### src/hw/pupc_pkg.sv
// package of constants for the profile, update, power and gpio control block
package pupc_pkg;
    // register access selectors (no offsets printed; local register selects)
    localparam logic [2:0] SEL_CTRL1   = 3'h0;  // control_word_one: power-down bits
    localparam logic [2:0] SEL_CTRL2   = 3'h1;  // control_word_two: update controls
    localparam logic [2:0] SEL_RATE    = 3'h2;  // update_rate_count
    localparam logic [2:0] SEL_GPDIR   = 3'h3;  // gpio_direction
    localparam logic [2:0] SEL_GPVAL   = 3'h4;  // gpio_value
    localparam logic [2:0] SEL_STATUS  = 3'h5;  // active profile and power state
    // control_word_one field positions
    localparam int PD_DIGITAL    = 0;
    localparam int PD_MAIN_DAC   = 1;
    localparam int PD_AUX_DAC    = 2;
    localparam int PD_REFCLK     = 3;
    localparam int EXT_PD_FAST   = 4;
    localparam int UPCONV_MODE   = 5;   // quadrature_upconvert_mode
    localparam int SER_BASEBAND  = 6;   // two-pin serial baseband interface
    // control_word_two field positions
    localparam int AUTO_UPD      = 0;
    localparam int RATE_LO       = 1;   // 2-bit rate field at [2:1]
    // reset values
    localparam logic [31:0] CTRL1_RST = 32'h0000_0000;
    localparam logic [31:0] CTRL2_RST = 32'h0000_0000;
    localparam logic [31:0] RATE_RST  = 32'h0000_0000;
    localparam logic [15:0] GPIO_RST  = 16'h0000;
    // timing
    localparam int          UPD_PULSE_CYC = 12;
    localparam logic [31:0] RATE_STATIC_MAX = 32'h0000_0003;
    localparam int          QUARTER_DIV = 4;
endpackage : pupc_pkg

### src/hw/pupc_ctrl.sv
// profile select, update strobe, power-down and gpio control block
`timescale 1ns/10ps
module pupc_ctrl (
    input  wire logic        i_mclk,
    input  wire logic        i_nrst,
    // register port from the serial control logic
    input  wire logic        i_reg_wr,
    input  wire logic [2:0]  i_reg_sel,
    input  wire logic [31:0] i_reg_wdata,
    output logic      [31:0] o_reg_rdata,
    // profile and update pins
    input  wire logic [2:0]  i_profile_pins,
    input  wire logic        i_update_pin,
    output logic             o_update_pin,
    output logic             o_update_pin_oe,
    input  wire logic        i_external_sleep_pin,
    // active profile and update event towards the core
    output logic      [2:0]  o_active_profile,
    output logic             o_apply_update,
    // active copy of the update-gated control_word_two controls
    output logic      [31:0] o_active_ctrl2,
    // section power-down outputs
    output logic             o_pd_digital,
    output logic             o_pd_main_dac,
    output logic             o_pd_main_dac_bias,
    output logic             o_pd_aux_dac,
    output logic             o_pd_refclk,
    output logic             o_pd_pll_osc,
    // data pins used as gpio (16 usable, D5:D4 excluded)
    input  wire logic [15:0] i_gpio_pins,
    output logic      [15:0] o_gpio_pins,
    output logic      [15:0] o_gpio_pins_oe
);
    typedef struct packed {
        logic [31:0] ctrl1;
        logic [31:0] ctrl2_buf;
        logic [31:0] ctrl2_act;
        logic [31:0] rate_buf;
        logic [31:0] rate_act;
        logic [15:0] gpdir;
        logic [15:0] gpval;
        logic [2:0]  prof_prev;
        logic [2:0]  prof_act;
        logic        upd_prev;
        logic [3:0]  pulse_cnt;
        logic        upd_out;
        logic        upd_oe;
        logic        apply;
        logic [31:0] rdata;
        logic [5:0]  pd;
        logic [15:0] gp_out;
        logic [15:0] gp_oe;
    } pupc_ctrl_s;
    pupc_ctrl_s st_reg;
    pupc_ctrl_s st_next;

    logic [2:0]  prof_s;
    logic        upd_s;
    logic        sleep_s;
    logic [15:0] gpin_s;
    logic        auto_on;
    logic        fire;
    logic        static_hi;
    logic        ext_edge;
    logic        prof_chg;
    logic        upd_evt;
    logic        wr_ok;
    logic        gpio_on;
    logic [15:0] gp_read;

    // pins from outside pass two flip-flops first
    pupc_sync2 #(.W(21)) u_sync (
        .i_mclk  (i_mclk),
        .i_nrst  (i_nrst),
        .i_async ({i_profile_pins, i_update_pin, i_external_sleep_pin, i_gpio_pins}),
        .o_sync  ({prof_s, upd_s, sleep_s, gpin_s})
    );

    // automatic update rate generator on the active rate settings
    pupc_rate_gen u_rate (
        .i_mclk     (i_mclk),
        .i_nrst     (i_nrst),
        .i_enable   (auto_on && !static_hi),
        .i_rate_sel (st_reg.ctrl2_act[pupc_pkg::RATE_LO +: 2]),
        .i_count    (st_reg.rate_act),
        .o_fire     (fire)
    );

    // event sources and gating terms
    always_comb begin
        auto_on   = st_reg.ctrl2_act[pupc_pkg::AUTO_UPD];
        static_hi = auto_on && (st_reg.rate_act <= pupc_pkg::RATE_STATIC_MAX);
        ext_edge  = !auto_on && upd_s && !st_reg.upd_prev;
        prof_chg  = (prof_s != st_reg.prof_prev);
        upd_evt   = ext_edge || prof_chg || (auto_on && fire);
        // writes blocked in digital power-down, except the clearing write
        wr_ok     = i_reg_wr && (!o_pd_digital ||
                    (i_reg_sel == pupc_pkg::SEL_CTRL1 &&
                     !i_reg_wdata[pupc_pkg::PD_DIGITAL]));
        gpio_on   = st_reg.ctrl1[pupc_pkg::UPCONV_MODE] &&
                    st_reg.ctrl1[pupc_pkg::SER_BASEBAND];
        gp_read   = (st_reg.gpdir & st_reg.gpval) | (~st_reg.gpdir & gpin_s);
    end

    // next state: registers, update transfer, strobe pulse, outputs
    always_comb begin
        st_next           = st_reg;
        st_next.prof_prev = prof_s;
        st_next.upd_prev  = upd_s;
        st_next.apply     = upd_evt;
        if (wr_ok) begin
            unique case (i_reg_sel)
                pupc_pkg::SEL_CTRL1: st_next.ctrl1     = i_reg_wdata;
                pupc_pkg::SEL_CTRL2: st_next.ctrl2_buf = i_reg_wdata;
                pupc_pkg::SEL_RATE:  st_next.rate_buf  = i_reg_wdata;
                pupc_pkg::SEL_GPDIR: st_next.gpdir     = i_reg_wdata[15:0];
                pupc_pkg::SEL_GPVAL: st_next.gpval     = i_reg_wdata[15:0];
                default: ;
            endcase
        end
        // buffered values become active only on an update event
        if (upd_evt) begin
            st_next.ctrl2_act = st_reg.ctrl2_buf;
            st_next.rate_act  = st_reg.rate_buf;
            st_next.prof_act  = prof_s;
        end
        // strobe pin drive in automatic mode
        st_next.upd_oe = auto_on;
        if (!auto_on) begin
            st_next.pulse_cnt = 4'h0;
            st_next.upd_out   = 1'b0;
        end else if (static_hi) begin
            st_next.pulse_cnt = 4'h0;
            st_next.upd_out   = 1'b1;
        end else if (fire) begin
            st_next.pulse_cnt = 4'(pupc_pkg::UPD_PULSE_CYC - 1);
            st_next.upd_out   = 1'b1;
        end else if (st_reg.pulse_cnt != 4'h0) begin
            st_next.pulse_cnt = st_reg.pulse_cnt - 4'h1;
            st_next.upd_out   = 1'b1;
        end else begin
            st_next.upd_out   = 1'b0;
        end
        // power-down: pin overrides software bits
        if (sleep_s) begin
            st_next.pd[0] = 1'b1;
            st_next.pd[1] = 1'b1;
            st_next.pd[3] = 1'b1;
            st_next.pd[2] = 1'b1;
            st_next.pd[4] = !st_reg.ctrl1[pupc_pkg::EXT_PD_FAST];
            st_next.pd[5] = !st_reg.ctrl1[pupc_pkg::EXT_PD_FAST];
        end else begin
            st_next.pd[0] = st_reg.ctrl1[pupc_pkg::PD_DIGITAL];
            st_next.pd[1] = st_reg.ctrl1[pupc_pkg::PD_MAIN_DAC];
            st_next.pd[2] = st_reg.ctrl1[pupc_pkg::PD_AUX_DAC];
            st_next.pd[3] = st_reg.ctrl1[pupc_pkg::PD_REFCLK];
            st_next.pd[4] = st_reg.ctrl1[pupc_pkg::PD_MAIN_DAC];
            st_next.pd[5] = st_reg.ctrl1[pupc_pkg::PD_REFCLK];
        end
        // gpio pins: bit i drives its mapped data pin
        st_next.gp_out = st_reg.gpval;
        st_next.gp_oe  = gpio_on ? st_reg.gpdir : 16'h0000;
        // read data
        unique case (i_reg_sel)
            pupc_pkg::SEL_CTRL1:  st_next.rdata = st_reg.ctrl1;
            pupc_pkg::SEL_CTRL2:  st_next.rdata = st_reg.ctrl2_buf;
            pupc_pkg::SEL_RATE:   st_next.rdata = st_reg.rate_buf;
            pupc_pkg::SEL_GPDIR:  st_next.rdata = {16'h0000, st_reg.gpdir};
            pupc_pkg::SEL_GPVAL:  st_next.rdata = {16'h0000, gp_read};
            pupc_pkg::SEL_STATUS: st_next.rdata = {23'h000000, st_reg.pd,
                                                   st_reg.prof_act};
            default:              st_next.rdata = 32'h0000_0000;
        endcase
    end

    // state register with synchronous reset
    always_ff @(posedge i_mclk) begin
        if (!i_nrst) begin
            st_reg           <= '0;
            st_reg.ctrl1     <= pupc_pkg::CTRL1_RST;
            st_reg.ctrl2_buf <= pupc_pkg::CTRL2_RST;
            st_reg.ctrl2_act <= pupc_pkg::CTRL2_RST;
            st_reg.rate_buf  <= pupc_pkg::RATE_RST;
            st_reg.rate_act  <= pupc_pkg::RATE_RST;
            st_reg.gpdir     <= pupc_pkg::GPIO_RST;
            st_reg.gpval     <= pupc_pkg::GPIO_RST;
        end else begin
            st_reg <= st_next;
        end
    end

    // outputs straight from flip-flops
    assign o_reg_rdata        = st_reg.rdata;
    assign o_update_pin       = st_reg.upd_out;
    assign o_update_pin_oe    = st_reg.upd_oe;
    assign o_active_profile   = st_reg.prof_act;
    assign o_apply_update     = st_reg.apply;
    assign o_active_ctrl2     = st_reg.ctrl2_act;
    assign o_pd_digital       = st_reg.pd[0];
    assign o_pd_main_dac      = st_reg.pd[1];
    assign o_pd_aux_dac       = st_reg.pd[2];
    assign o_pd_refclk        = st_reg.pd[3];
    assign o_pd_main_dac_bias = st_reg.pd[4];
    assign o_pd_pll_osc       = st_reg.pd[5];
    assign o_gpio_pins        = st_reg.gp_out;
    assign o_gpio_pins_oe     = st_reg.gp_oe;
endmodule : pupc_ctrl

### src/hw/pupc_sync2.sv
// two flip-flop synchroniser for a group of pin inputs
`timescale 1ns/10ps
module pupc_sync2 #(
    parameter int W = 1
) (
    input  wire logic         i_mclk,
    input  wire logic         i_nrst,
    input  wire logic [W-1:0] i_async,
    output logic      [W-1:0] o_sync
);
    typedef struct packed {
        logic [W-1:0] first;
        logic [W-1:0] second;
    } pupc_sync_s;
    pupc_sync_s st_reg;
    pupc_sync_s st_next;

    // shift pins through two stages
    always_comb begin
        st_next.first  = i_async;
        st_next.second = st_reg.first;
    end

    always_ff @(posedge i_mclk) begin
        if (!i_nrst) begin
            st_reg <= '0;
        end else begin
            st_reg <= st_next;
        end
    end

    assign o_sync = st_reg.second;
endmodule : pupc_sync2

### src/hw/pupc_rate_gen.sv
// automatic update rate generator: quarter-rate prescale, 2^A divide, 32-bit count
`timescale 1ns/10ps
module pupc_rate_gen (
    input  wire logic        i_mclk,
    input  wire logic        i_nrst,
    input  wire logic        i_enable,
    input  wire logic [1:0]  i_rate_sel,
    input  wire logic [31:0] i_count,
    output logic             o_fire
);
    typedef struct packed {
        logic [1:0]  pre;
        logic [2:0]  div;
        logic [31:0] cnt;
        logic        fire;
    } pupc_rate_s;
    pupc_rate_s st_reg;
    pupc_rate_s st_next;
    logic       quarter_tick;
    logic       div_tick;
    logic [2:0] div_max;

    // quarter-rate tick, then divide by 1, 2, 4 or 8, then count B ticks
    always_comb begin
        st_next      = st_reg;
        st_next.fire = 1'b0;
        quarter_tick = (st_reg.pre == 2'(pupc_pkg::QUARTER_DIV - 1));
        div_max      = 3'((4'h1 << i_rate_sel) - 4'h1);
        div_tick     = quarter_tick && (st_reg.div >= div_max);
        if (!i_enable) begin
            st_next.pre = 2'h0;
            st_next.div = 3'h0;
            st_next.cnt = 32'h0000_0000;
        end else begin
            st_next.pre = st_reg.pre + 2'h1;
            if (quarter_tick) begin
                st_next.div = div_tick ? 3'h0 : st_reg.div + 3'h1;
            end
            if (div_tick) begin
                if (st_reg.cnt + 32'h1 >= i_count) begin
                    st_next.cnt  = 32'h0000_0000;
                    st_next.fire = 1'b1;
                end else begin
                    st_next.cnt = st_reg.cnt + 32'h1;
                end
            end
        end
    end

    always_ff @(posedge i_mclk) begin
        if (!i_nrst) begin
            st_reg <= '0;
        end else begin
            st_reg <= st_next;
        end
    end

    assign o_fire = st_reg.fire;
endmodule : pupc_rate_gen

### config.mk
export PLATFORM = sky130hd
export DESIGN_NAME = pupc_ctrl
export DESIGN_NICKNAME = d
export VERILOG_FILES = /design/src/hw/pupc_pkg.sv /design/src/hw/pupc_ctrl.sv /design/src/hw/pupc_sync2.sv /design/src/hw/pupc_rate_gen.sv
export SDC_FILE = /design/constraint.sdc
export NUM_CORES = 1
export LEC_CHECK = 0
export BUFFER_PORTS_ARGS = -buffer_cell sky130_fd_sc_hd__buf_2
export CAP_MARGIN = 10
export CORE_ASPECT_RATIO = 1.75
export CORE_MARGIN = 1
export CORE_UTILIZATION = 45
export CTS_CLUSTER_SIZE = 14
export DETAILED_ROUTE_END_ITERATION = 7
export GPL_ROUTABILITY_DRIVEN = 1
export REMOVE_ABC_BUFFERS = 1
export SLEW_MARGIN = 40
export SYNTH_ARGS = -nofsm -noshare
export SYNTH_HDL_FRONTEND = slang
export SYNTH_SLANG_ARGS = --single-unit
### constraint.sdc
create_clock -name i_mclk -period 4 [get_ports i_mclk]
set_clock_uncertainty 0.15 [all_clocks]
set_input_delay 0.6 -clock i_mclk [delete_from_list [all_inputs] [get_ports i_mclk]]
set_output_delay 0.6 -clock i_mclk [all_outputs]
set_load 0.005 [all_outputs]
==> PnR_summary.wiki, run 1 <==
{| class="wikitable"
! Metric !! Value
|-
| Post-layout instance count excluding filler cells || 2188
|-
| Number of enable-type register cells in the synthesized netlist || 0
|-
| Detail Placement HPWL || 25590 um
|-
| Power density relative to cell area || 440.6 mW/mm^2
|-
| Total detailed-routing wirelength || 37430 um
|-
| CP max-delay cell || sky130_fd_sc_hd__or4_4
|-
| Post-placement cell area || 0.01555 mm^2
|-
| Proportion of register bits with asynchronous set or reset after synthesis || 0%
|-
| Core outline area || 0.03303 mm^2
|-
| Worst Setup Slack, final || 0.1745 ns
|-
| Root Driver || sky130_fd_sc_hd__clkbuf_16
|-
| Remaining antenna violation count || 0
|-
| Worst Setup Slack post-DPL || -0.003711 ns
|-
| CTS hold repair buffers || 0
|-
| Most used flip-flop cell after synthesis || sky130_fd_sc_hd__dfxtp_1
|-
| First-pass GRT wire length || 59290 um
|-
| Count of unique library cells instantiated by Yosys || 62
|-
| Leakage power || 6.678 nW
|-
| Total congestion overflow after global routing || 0
|-
| Number of nets at the end of the flow || 1858
|-
| GR Util All Layers || 22.03%
|-
| Slew headroom || 38.09%
|-
| Arithmetic-cell share of the synthesized area counting full adders, half adders and majority gates || 3.146%
|-
| CP startpoint kind || flip-flop
|-
| Drt initial violations || 576
|-
| Tcrit/Tclk final || 95.64%
|-
| Via total after detailed routing || 11370
|-
| Number of register bits inferred by synthesis || 356
|-
| CP Data Arrival Time || 4.09 ns
|-
| Share of post-route cells with drive strength above 1 || 15.71%
|-
| Final Setup Violations || 0
|-
| Final sum of negative setup slack || 0 ns
|-
| Initial Utilization || 45.75%
|-
| Total Power || 0.007376 W
|-
| Post-detailed-route DRC marker count || 0
|-
| Worst EP required || 4.27 ns
|-
| Mapped cell area || 0.01511 mm^2
|-
| Area of all placed cells without fillers || 0.01674 mm^2
|-
| Flip-flop count of the largest register after layout || 152
|-
| Crit path buf inv count || 3
|-
| Area growth from synthesis to layout || 10.78%
|-
| Largest family of logic cells by synthesized area || simple AND/OR/NAND/NOR gates
|-
| Routed wirelength normalized by instance count || 17.11 um
|-
| Worst Max-Slew Pin Slew || 0.9201 ns
|-
| Routability congestion estimate || 0.8762
|-
| Number of sinks handled by clock tree synthesis || 356
|-
| Die Y-Extent || 244.4 um
|-
| Critical path cell sequence || ha_2, nand4_1, nor2_2, and4b_2, and4_1, xor2_1, ha_1, nand4_2, buf_4, or4_4, nand2b_1, o211ai_2, nor3_4, buf_6, buf_8, a22o_1
|-
| Max-cap viol count || 0
|-
| Post-synthesis cell count || 1725
|-
| Post-synthesis mux area share || 2.707%
|-
| Register area share after synthesis || 47.16%
|-
| Clock transition time at the flip-flop clock pins of the worst setup and hold paths || 0.06 ns
|-
| Pin count of the biggest net entering global routing || 129
|-
| Kind of critical path || reg -> reg
|-
| Endpoint type of the worst setup path || flip-flop
|-
| Maximum net fanout on the critical path || 14
|-
| Via-per-instance ratio || 5.194
|-
| Fraction of the mapped netlist area in compound gates || 16.85%
|-
| Die width || 140.5 um
|-
| Die area || 0.03435 mm^2
|-
| Area share of and/or/nand/nor cells after synthesis || 19.41%
|-
| Crit path largest cell delay || 0.55 ns
|-
| Number of cell rows || 88
|-
| Number of antenna violations at the first check in global routing || 1
|-
| Synth Area per Inst || 8.761 um^2
|-
| Clock Path Buffers || 3
|-
| Worst vdd ir || 0.2969 mV
|-
| H-tree level count || 2
|-
| TritonCTS clock tree || done
|-
| Quantity of I/O buffers inserted on ports || 166
|-
| Class of the tightest hold or removal check || in -> reg
|-
| Yosys warning total || 0
|-
| Number of instances in the placed design || 2124
|-
| Count of boundary I/O pins || 167
|-
| Source-to-sink clock delay at the later pin of the worst-skew pair || 0.54 ns
|-
| Status || completed
|-
| Gate family responsible for the most delay along the worst path || simple AND/OR/NAND/NOR gates
|-
| Number of CTS-inserted buffers || 36
|-
| DRT Pass-1 Iters || 5
|-
| Final Hold Fails || 0
|-
| Number of global-route vias before repair || 11180
|-
| Highest Clock Rate || 261.4 MHz
|-
| Fraction of synthesized cell area in xor and xnor cells || 2.028%
|-
| Final Critical Period || 3.826 ns
|-
| Number of pins with negative max-slew slack in the final report || 0
|}
==> routing by layer <==
metal | share of wire, % | global-route usage, %
met1 | 39 | 24.27
met2 | 53 | 41.32
met3 | 3.5 | 3.094
met4 | 3.7 | 10.01
met5 | 0 | 0
==> cells by family after synthesis <==
| kind of cell | count (synthesis) |
|---|---|
| xor gates and xnor gates | 35 |
| DFF | 356 |
| AOI/OAI and AO/OA | 359 |
| buffers and inverters | 240 |
| adders and majority gates | 38 |
| muxes | 38 |
| and+or+nand+nor | 659 |
==> what timing repair did <==
item	4_1_cts	5_1_grt
pin swaps	2	4
buffers inserted	2	2
resized for setup	0	6
setup endpoints to repair	14	25
==> path summary, 6_finish.rpt <==
kind / from / end / slack [ns] / depth (start not counted)
min reg2reg: u_sync.st_next[4]$_SDFF_PN0_ / u_sync.o_sync[4]$_SDFF_PN0_ / 0.28 / 1
max reg2reg: u_rate.st_reg[1]$_SDFFE_PN0P_ / u_rate.st_reg[7]$_SDFFE_PN0P_ / 0.17 / 16
min: i_gpio_pins[6] / u_sync.st_next[6]$_SDFF_PN0_ / 0.12 / 2
max: u_rate.st_reg[1]$_SDFFE_PN0P_ / u_rate.st_reg[7]$_SDFFE_PN0P_ / 0.17 / 16
==> metrics by stage <==
step	hold WS, ns	util, %
2_1_floorplan	0.2492	-
3_3_place_gp	0.2591	46.97
3_5_place_dp	0.2679	47.06
4_1_cts	0.09335	50.57
5_1_grt	0.1095	50.68
6_report	0.1152	50.68
==> synthesized netlist by cell type, types with 2 or more instances <==
library cell	count	area, um^2
sky130_fd_sc_hd__o22ai_1	2	12.51
sky130_fd_sc_hd__nor2_1	77	289.0
sky130_fd_sc_hd__or3_1	2	12.51
sky130_fd_sc_hd__mux2i_1	33	330.3
sky130_fd_sc_hd__buf_1	7	26.28
sky130_fd_sc_hd__o21ai_0	12	60.06
sky130_fd_sc_hd__o21a_1	16	120.1
sky130_fd_sc_hd__dfxtp_1	356	7127
sky130_fd_sc_hd__inv_1	41	153.9
sky130_fd_sc_hd__ha_1	38	475.5
sky130_fd_sc_hd__a21boi_0	85	638.1
sky130_fd_sc_hd__buf_6	3	33.78
sky130_fd_sc_hd__a21oi_1	75	375.4
sky130_fd_sc_hd__buf_2	16	80.08
sky130_fd_sc_hd__a21o_1	2	15.01
sky130_fd_sc_hd__buf_4	99	743.2
sky130_fd_sc_hd__nand4_2	2	25.02
sky130_fd_sc_hd__nor2b_1	7	43.79
sky130_fd_sc_hd__mux4_2	2	45.04
sky130_fd_sc_hd__nor3b_1	4	30.03
sky130_fd_sc_hd__nor3_1	5	25.02
sky130_fd_sc_hd__nand3b_1	2	15.01
sky130_fd_sc_hd__a21boi_1	110	825.8
sky130_fd_sc_hd__a222oi_1	2	20.02
sky130_fd_sc_hd__nand2_1	418	1569
sky130_fd_sc_hd__nand4_1	13	81.33
sky130_fd_sc_hd__nor4_1	9	56.30
sky130_fd_sc_hd__and2_1	89	556.8
sky130_fd_sc_hd__a22o_1	34	297.8
sky130_fd_sc_hd__clkbuf_1	73	274.0
sky130_fd_sc_hd__nand3_1	7	35.03
sky130_fd_sc_hd__a31oi_1	4	25.02
sky130_fd_sc_hd__and3_1	8	50.05
sky130_fd_sc_hd__and4_1	4	35.03
sky130_fd_sc_hd__nand2b_1	4	25.02
sky130_fd_sc_hd__xor2_1	14	122.6
sky130_fd_sc_hd__a211oi_1	2	15.01
sky130_fd_sc_hd__xnor2_1	21	183.9
sky130_fd_sc_hd__mux2_2	3	33.78
sky130_fd_sc_hd__a22oi_1	2	15.01
==> final cells by class <==
cell class | instances | area (um^2)
antenna | 1 | 2.502
clock buffer | 51 | 1089
inverter | 42 | 157.7
timing repair buffer | 196 | 1102
multi-input combinational | 1129 | 6701
clock inverter | 8 | 53.80
fill | 3170 | 16290
tap | 405 | 506.7
sequential | 356 | 7128
==> power breakdown <==
part           switching, W  internal [W]  total [W]
registers         0.0000393       0.00361    0.00365
logic              0.000283      0.000154   0.000437
clock network       0.00140       0.00189    0.00329
total               0.00172       0.00566    0.00738
==> cell usage in the layout (no fill, tap or decap), types with 4 or more instances in the layout <==
| cell | netlist | final |
|---|---|---|
| sky130_fd_sc_hd__buf_4 | 99 | 25 |
| sky130_fd_sc_hd__xnor2_1 | 21 | 21 |
| sky130_fd_sc_hd__nor2b_1 | 7 | 6 |
| sky130_fd_sc_hd__clkbuf_8 | 0 | 11 |
| sky130_fd_sc_hd__nand2_1 | 418 | 418 |
| sky130_fd_sc_hd__a21boi_1 | 110 | 110 |
| sky130_fd_sc_hd__ha_1 | 38 | 37 |
| sky130_fd_sc_hd__dfxtp_1 | 356 | 355 |
| sky130_fd_sc_hd__a31oi_1 | 4 | 4 |
| sky130_fd_sc_hd__buf_2 | 16 | 165 |
| sky130_fd_sc_hd__and2_1 | 89 | 90 |
| sky130_fd_sc_hd__nand4_1 | 13 | 13 |
| sky130_fd_sc_hd__clkinv_2 | 0 | 4 |
| sky130_fd_sc_hd__and3_1 | 8 | 8 |
| sky130_fd_sc_hd__nor4_1 | 9 | 9 |
| sky130_fd_sc_hd__mux2i_1 | 33 | 33 |
| sky130_fd_sc_hd__nor2_1 | 77 | 74 |
| sky130_fd_sc_hd__a21boi_0 | 85 | 85 |
| sky130_fd_sc_hd__nor3b_1 | 4 | 4 |
| sky130_fd_sc_hd__a22o_1 | 34 | 34 |
| sky130_fd_sc_hd__xor2_1 | 14 | 14 |
| sky130_fd_sc_hd__clkbuf_16 | 0 | 37 |
| sky130_fd_sc_hd__nor3_1 | 5 | 5 |
| sky130_fd_sc_hd__o21ai_0 | 12 | 12 |
| sky130_fd_sc_hd__o21a_1 | 16 | 16 |
| sky130_fd_sc_hd__inv_1 | 41 | 41 |
| sky130_fd_sc_hd__a21oi_1 | 75 | 74 |
| sky130_fd_sc_hd__nand3_1 | 7 | 7 |
Power figures use the tool's default switching activity.
==> run 2: changes to the inputs <==
--- a/config.mk
+++ b/config.mk
@@ -13,6 +13,7 @@
 export CTS_CLUSTER_SIZE = 14
 export DETAILED_ROUTE_END_ITERATION = 7
 export GPL_ROUTABILITY_DRIVEN = 1
+export RECOVER_POWER = 25
 export REMOVE_ABC_BUFFERS = 1
 export SLEW_MARGIN = 40
 export SYNTH_ARGS = -nofsm -noshare
==> constraint.sdc (replaced) <==
create_clock -name i_mclk -period 4 [get_ports i_mclk]
set_clock_uncertainty 0.15 [all_clocks]
set_input_delay 0.6 -clock i_mclk [delete_from_list [all_inputs] [get_ports i_mclk]]
set_output_delay 0.6 -clock i_mclk [all_outputs]
set_load 0.02 [all_outputs]
==> run 2 against run 1 <==
Global-route usage unchanged. Via count rose by 0.11%. Final area down 0.56%. First-iteration DRC count decreased by 0.52%. Critical path type unchanged. Critical endpoint unchanged.
==> PnR_summary.wiki, run 2 (synthesis gave the netlist of run 1 again) <==
{| class="wikitable"
! Metric !! Value
|-
| Most frequent standard cell in the layout excluding fill and tap cells || sky130_fd_sc_hd__nand2_1
|-
| Pin count of the biggest net entering global routing || 129 (unchanged)
|-
| Die width || 140.5 um (unchanged)
|-
| Share of post-route cells with drive strength above 1 || 11.73% (-4.0 points)
|-
| Number of pins with negative max-slew slack in the final report || 0 (unchanged)
|-
| TritonCTS clock tree || done
|-
| Final core occ || 50.40% (-0.28 points)
|-
| Depth of the worst register-to-register path || 16 (unchanged)
|-
| Worst EP required || 4.27 ns (about the same)
|-
| Quantity of I/O buffers inserted on ports || 166 (unchanged)
|-
| Number of CTS-inserted buffers || 36 (unchanged)
|-
| Remaining antenna violation count || 0 (unchanged)
|-
| Core outline area || 0.03303 mm^2 (unchanged)
|-
| CP Data Arrival Time || 4.09 ns (about the same)
|-
| Drt initial violations || 573 (-0.52%)
|-
| Tcrit/Tclk final || 95.64% (about the same)
|-
| Total detailed-routing wirelength || 37390 um (-0.11%)
|-
| Worst vdd ir || 0.2991 mV (+0.72%)
|-
| Root Driver || sky130_fd_sc_hd__clkbuf_16
|-
| Count of boundary I/O pins || 167 (unchanged)
|-
| Status || completed
|-
| Post-placement cell area || 0.01555 mm^2 (unchanged)
|-
| Clock Path Buffers || 3 (unchanged)
|-
| DRT Pass-1 Iters || 7 (+2)
|-
| Number of instances in the placed design || 2124 (unchanged)
|-
| GR Util All Layers || 22.03% (unchanged)
|-
| Area of all placed cells without fillers || 0.01665 mm^2 (-0.56%)
|-
| Critical R2R Capture || u_rate.st_reg[7]$_SDFFE_PN0P_
|-
| Slew headroom || 26.53% (-12 points)
|-
| Routed wirelength normalized by instance count || 17.09 um (-0.11%)
|-
| HP Start || i_gpio_pins[6]
|-
| Number of nets at the end of the flow || 1858 (unchanged)
|-
| Kind of critical path || reg -> reg
|-
| Initial Utilization || 45.75% (unchanged)
|-
| Total Power || 0.007391 W (+0.21%)
|-
| Detail Placement HPWL || 25590 um (unchanged)
|-
| Source-to-sink clock delay at the later pin of the worst-skew pair || 0.54 ns (about the same)
|-
| Maximum net fanout on the critical path || 14 (unchanged)
|-
| CP startpoint kind || flip-flop
|-
| Commonest cells after routing, fill and taps aside || 418 x sky130_fd_sc_hd__nand2_1, 355 x sky130_fd_sc_hd__dfxtp_1, 110 x sky130_fd_sc_hd__a21boi_1, 96 x sky130_fd_sc_hd__buf_2, 85 x sky130_fd_sc_hd__a21boi_0
|-
| Number of antenna violations at the first check in global routing || 1 (unchanged)
|-
| Leakage power || 6.364 nW (-4.7%)
|-
| Total congestion overflow after global routing || 0 (unchanged)
|-
| Final Hold Fails || 0 (unchanged)
|-
| Post-detailed-route DRC marker count || 0 (unchanged)
|-
| Reg-to-reg startpoint || u_rate.st_reg[1]$_SDFFE_PN0P_
|-
| First-pass GRT wire length || 59290 um (unchanged)
|-
| Number of fill cells in the layout || 3206 (+1.1%)
|-
| Endpoint type of the worst setup path || flip-flop
|-
| Power density relative to cell area || 444.0 mW/mm^2 (+0.78%)
|-
| Via total after detailed routing || 11380 (+0.11%)
|-
| Number of sinks handled by clock tree synthesis || 356 (unchanged)
|-
| Number of cell rows || 88 (unchanged)
|-
| Class of the tightest hold or removal check || in -> reg
|-
| Routability congestion estimate || 0.8762 (unchanged)
|-
| Via-per-instance ratio || 5.200 (+0.11%)
|-
| Post-layout instance count excluding filler cells || 2188 (unchanged)
|-
| Die area || 0.03435 mm^2 (unchanged)
|-
| Clock transition time at the flip-flop clock pins of the worst setup and hold paths || 0.06 ns (about the same)
|-
| Hold Path Cell Cnt || 2 (unchanged)
|-
| H-tree level count || 2 (unchanged)
|-
| Area growth from synthesis to layout || 10.16%
|-
| Flip-flop count of the largest register after layout || 152 (unchanged)
|-
| Final Critical Period || 3.826 ns (+0.0002530 ns)
|-
| Max-cap viol count || 0 (unchanged)
|-
| Hold-critical path endpoint || u_sync.st_next[6]$_SDFF_PN0_
|-
| Final Setup Violations || 0 (unchanged)
|-
| CTS hold repair buffers || 0 (unchanged)
|-
| Die Y-Extent || 244.4 um (unchanged)
|-
| Highest Clock Rate || 261.4 MHz (about the same)
|-
| Number of global-route vias before repair || 11180 (unchanged)
|-
| Worst Max-Slew Pin Slew || 1.102 ns (+0.1818 ns)
|-
| Worst-case register-to-register setup slack || 0.17 ns (about the same)
|}
## run 2: layout make-up
class                      count  area [um^2]  share of cell area (%)
antenna                        1        2.502                 0.01503
clock buffer                  51         1089                   6.539
clock inverter                 8        53.80                  0.3232
inverter                      42        157.7                  0.9470
multi-input combinational   1129         6701                   40.26
sequential                   356         7128                   42.82
tap                          405        506.7                   3.044
timing repair buffer         196         1008                   6.058
## run 2: worst max-delay path by stage
stage / endpoint / slack, ns / depth (start not counted) / from
5_1_grt: u_rate.st_reg[6]$_SDFFE_PN0P_ / -0.01 / 15 / u_rate.st_reg[9]$_SDFFE_PN0P_
2_1_floorplan: u_rate.st_reg[1]$_SDFFE_PN0P_ / 0.51 / 13 / u_rate.st_reg[1]$_SDFFE_PN0P_
3_3_place_gp: u_rate.st_reg[1]$_SDFFE_PN0P_ / -0.11 / 13 / u_rate.st_reg[1]$_SDFFE_PN0P_
3_5_place_dp: u_rate.st_reg[10]$_SDFFE_PN0P_ / -0.004 / 14 / u_rate.st_reg[9]$_SDFFE_PN0P_
6_report: u_rate.st_reg[7]$_SDFFE_PN0P_ / 0.17 / 16 / u_rate.st_reg[1]$_SDFFE_PN0P_
4_1_cts: u_rate.st_reg[15]$_SDFFE_PN0P_ / 0.02 / 14 / u_rate.st_reg[8]$_SDFFE_PN0P_
## run 2: report_power, final
part	leakage, nW	total (W)	internal (W)	switching (W)
Clock	0.568	0.00329	0.00189	0.00140
Combinational	2.91	0.000452	0.000151	0.000301
Sequential	2.88	0.00365	0.00361	0.0000394
## run 2: worst max-delay path, stage by stage, from the launching register on
cell	delay (ns)
sky130_fd_sc_hd__dfxtp_1	0.38
sky130_fd_sc_hd__ha_2	0.23
sky130_fd_sc_hd__nand4_1	0.16
sky130_fd_sc_hd__nor2_2	0.14
sky130_fd_sc_hd__and4b_2	0.33
sky130_fd_sc_hd__and4_1	0.22
sky130_fd_sc_hd__xor2_1	0.09
sky130_fd_sc_hd__ha_1	0.30
sky130_fd_sc_hd__nand4_2	0.10
sky130_fd_sc_hd__buf_4	0.15
sky130_fd_sc_hd__or4_4	0.55
sky130_fd_sc_hd__nand2b_1	0.17
sky130_fd_sc_hd__o211ai_2	0.12
sky130_fd_sc_hd__nor3_4	0.07
sky130_fd_sc_hd__buf_6	0.16
sky130_fd_sc_hd__buf_8	0.15
sky130_fd_sc_hd__a22o_1	0.22
## run 2: layer usage
layer	wire length, um	GRT usage [%]
met5	0	0
met4	1360	10.01
met3	1222	3.094
met2	19980	41.32
met1	14830	24.27
## run 2: through the flow
stage | setup WS [ns] | TNS [ns] | hold WS [ns]
detailed placement | -0.003711 | -0.003711 | 0.2679
CTS | 0.02442 | 0 | 0.09335
global placement | -0.1136 | -2.389 | 0.2591
finish | 0.1742 | 0 | 0.1151
floorplan | 0.5104 | 0 | 0.2492
global route | -0.01120 | -0.01507 | 0.1095
## run 2: timing repair
action | 4_1_cts | 5_1_grt
endpoints found under the setup margin | 14 | 25
endpoints found under the hold margin | 0 | 0
gates resized for setup | 0 | 6
pin swaps | 2 | 4
cloned | 0 | 0
setup buffers | 2 | 2
==> run 3: changes to the inputs <==
--- a/config.mk
+++ b/config.mk
@@ -9,10 +9,11 @@
 export CAP_MARGIN = 10
 export CORE_ASPECT_RATIO = 1.75
 export CORE_MARGIN = 1
-export CORE_UTILIZATION = 45
+export CORE_UTILIZATION = 55
 export CTS_CLUSTER_SIZE = 14
 export DETAILED_ROUTE_END_ITERATION = 7
 export GPL_ROUTABILITY_DRIVEN = 1
+export PLACE_DENSITY = 0.76
 export RECOVER_POWER = 25
 export REMOVE_ABC_BUFFERS = 1
 export SLEW_MARGIN = 40
==> run 3 against run 2 <==
The flow now finishes with violations (capacitance limit, slew limit). Sequential power is essentially flat. Via count grew 1.7%. Setup slack gained 0.0099 ns. Clock power shrank 16%. Worst hold slack lost 0.024 ns. Maximum frequency grew 0.26%. Critical endpoint is now u_rate.st_reg[27]$_SDFFE_PN0P_. Largest power group unchanged.
==> PnR_summary.wiki, run 3 (synthesis gave the netlist of run 1 again) <==
{| class="wikitable"
! Metric !! Value
|-
| Number of global-route vias before repair || 11580 (+3.5%)
|-
| RSZ-0062 raised after global routing || false
|-
| Final Setup Violations || 0 (unchanged)
|-
| CTS hold repair buffers || 0 (unchanged)
|-
| Highest Clock Rate || 262.1 MHz (+0.26%)
|-
| Leakage power || 6.334 nW (-0.47%)
|-
| CP startpoint kind || flip-flop
|-
| Number of cell rows || 79 (-10%)
|-
| Total congestion overflow after global routing || 0 (unchanged)
|-
| Clock transition time at the flip-flop clock pins of the worst setup and hold paths || 0.07 ns (about the same)
|-
| CP max-delay cell || sky130_fd_sc_hd__or4_4
|-
| Crit path buf inv count || 3 (unchanged)
|-
| Flip-flop count of the largest register after layout || 152 (unchanged)
|-
| First-pass GRT wire length || 58220 um (-1.8%)
|-
| Gate family responsible for the most delay along the worst path || simple AND/OR/NAND/NOR gates
|-
| Clock Path Buffers || 3 (unchanged)
|-
| Via total after detailed routing || 11570 (+1.7%)
|-
| Number of nets at the end of the flow || 1854 (-0.22%)
|-
| H-tree level count || 1 (-1)
|-
| Final sum of negative setup slack || 0 ns (unchanged)
|-
| Tcrit/Tclk final || 95.40% (-0.25 points)
|-
| TritonCTS clock tree || done
|-
| Die Y-Extent || 221.3 um (-9.5%)
|-
| Number of pins with negative max-slew slack in the final report || 64 (+64)
|-
| Core outline area || 0.02679 mm^2 (-19%)
|-
| Cell repeated most along the worst path || sky130_fd_sc_hd__and4_1
|-
| Worst Setup Slack post-DPL || -0.01149 ns (-0.007775 ns)
|-
| Critical path cell sequence || and3_1, and4_1, and4b_2, and4_1, xor2_1, ha_1, nand4_2, buf_4, or4_4, a211oi_4, nor3_4, buf_6, buf_8, a22o_1
|-
| Total detailed-routing wirelength || 36750 um (-1.7%)
|-
| Remaining antenna violation count || 0 (unchanged)
|-
| GR Util All Layers || 25.96% (+3.9 points)
|-
| Number of CTS-inserted buffers || 30 (-17%)
|-
| Quantity of I/O buffers inserted on ports || 166 (unchanged)
|-
| Status || finished with violations
|-
| Kind of critical path || reg -> reg
|-
| Die area || 0.02817 mm^2 (-18%)
|-
| Multi-input logic area || 0.006703 mm^2 (about the same)
|-
| Worst vdd ir || 0.3415 mV (+14%)
|-
| Number of instances in the placed design || 2085 (-1.8%)
|-
| Worst EP required || 4.30 ns (+0.03 ns)
|-
| Maximum net fanout on the critical path || 13 (-1)
|-
| Post-detailed-route DRC marker count || 0 (unchanged)
|-
| Drt initial violations || 676 (+18%)
|-
| Number of antenna violations at the first check in global routing || 1 (unchanged)
|-
| Final Hold Fails || 0 (unchanged)
|-
| Power density relative to cell area || 419.4 mW/mm^2 (-5.5%)
|-
| Area growth from synthesis to layout || 8.503%
|-
| HP Start || i_gpio_pins[11]
|-
| Share of post-route cells with drive strength above 1 || 11.98% (+0.26 points)
|-
| Crit path largest cell delay || 0.55 ns (about the same)
|-
| Root Driver || sky130_fd_sc_hd__clkbuf_16
|-
| Via-per-instance ratio || 5.423 (+4.3%)
|-
| Critical path launch point || u_rate.st_reg[16]$_SDFFE_PN0P_
|-
| Routability congestion estimate || 0.9118 (+4.1%)
|-
| Detail Placement HPWL || 25070 um (-2.0%)
|-
| Failing checks || capacitance limit, slew limit
|-
| Number of fill cells in the layout || 2365 (-26%)
|-
| Reg-to-reg startpoint || u_rate.st_reg[16]$_SDFFE_PN0P_
|-
| Number of sinks handled by clock tree synthesis || 356 (unchanged)
|-
| Final Critical Period || 3.816 ns (-0.009906 ns)
|-
| Worst Setup Slack, final || 0.1841 ns (+0.009906 ns)
|-
| DRT Pass-1 Iters || 5 (-2)
|-
| Die width || 127.3 um (-9.4%)
|-
| Commonest cells after routing, fill and taps aside || 418 x sky130_fd_sc_hd__nand2_1, 356 x sky130_fd_sc_hd__dfxtp_1, 117 x sky130_fd_sc_hd__buf_2, 110 x sky130_fd_sc_hd__a21boi_1, 85 x sky130_fd_sc_hd__a21boi_0
|-
| Max-cap viol count || 1 (+1)
|-
| Slew headroom || -60.85% (-87 points)
|-
| Most frequent standard cell in the layout excluding fill and tap cells || sky130_fd_sc_hd__nand2_1
|-
| Source-to-sink clock delay at the later pin of the worst-skew pair || 0.56 ns (+0.02 ns)
|-
| Routed wirelength normalized by instance count || 17.22 um (+0.76%)
|-
| Worst Max-Slew Pin Slew || 2.413 ns (+1.311 ns)
|-
| Count of boundary I/O pins || 167 (unchanged)
|-
| Class of the tightest hold or removal check || in -> reg
|-
| Footprint of the flip-flops and latches || 0.007127 mm^2 (about the same)
|-
| Pin count of the biggest net entering global routing || 111 (-14%)
|-
| CP Data Arrival Time || 4.12 ns (+0.03 ns)
|-
| Endpoint type of the worst setup path || flip-flop
|-
| Initial Utilization || 56.42% (+11 points)
|-
| Post-layout instance count excluding filler cells || 2134 (-2.5%)
|}
[run 3: cell type report]
| cell class | instances | share of cell area, % |
|---|---|---|
| diodes | 1 | 0.01526 |
| clock buffers | 43 | 5.433 |
| flip-flops and latches | 356 | 43.46 |
| clock inverters | 1 | 0.03052 |
| well taps | 364 | 2.778 |
| inverters | 42 | 0.9615 |
| multi-input cells | 1129 | 40.88 |
| repair buffers | 198 | 6.440 |
[run 3: per-stage QoR]
stage,utilization [%],hold WS [ns],cell area [um^2],total power (W)
floorplan,-,0.2492,13950,0.003949
global placement,57.77,0.2580,15470,0.004179
detailed placement,57.90,0.2679,15510,0.004190
CTS,61.27,0.07789,16410,0.006923
global route,61.21,0.08420,16400,0.007097
finish,61.21,0.09138,16400,0.006877
[run 3: repair_timing]
action                                  in CTS  in global routing
hold endpoints to repair                     0                  0
endpoints found under the setup margin      13                 24
gates resized for setup                      0                  4
pin swaps                                    1                  2
buffers inserted                             1                  2
[run 3: worst paths after layout]
kind | to | slack, ns | depth (start not counted)
worst max-delay path | u_rate.st_reg[27]$_SDFFE_PN0P_ | 0.18 | 14
worst min-delay path | u_sync.st_next[11]$_SDFF_PN0_ | 0.09 | 2
worst max register to register | u_rate.st_reg[27]$_SDFFE_PN0P_ | 0.18 | 14
worst min register to register | u_rate.st_reg[36]$_SDFF_PN0_ | 0.28 | 1
[run 3: power breakdown]
| part | internal, W | switching (W) |
|---|---|---|
| registers | 0.00361 | 0.0000409 |
| logic | 0.000155 | 0.000299 |
| clock network | 0.00152 | 0.00125 |
[run 3: metal layers]
layer | global-route usage [%] | up-vias | routed length [um]
met5 | 0 | - | 0
met4 | 13.52 | 0 | 1637
met3 | 3.167 | 84 | 1513
met2 | 49.06 | 324 | 19700
met1 | 27.55 | 5513 | 13900
li1 | - | 5651 | -
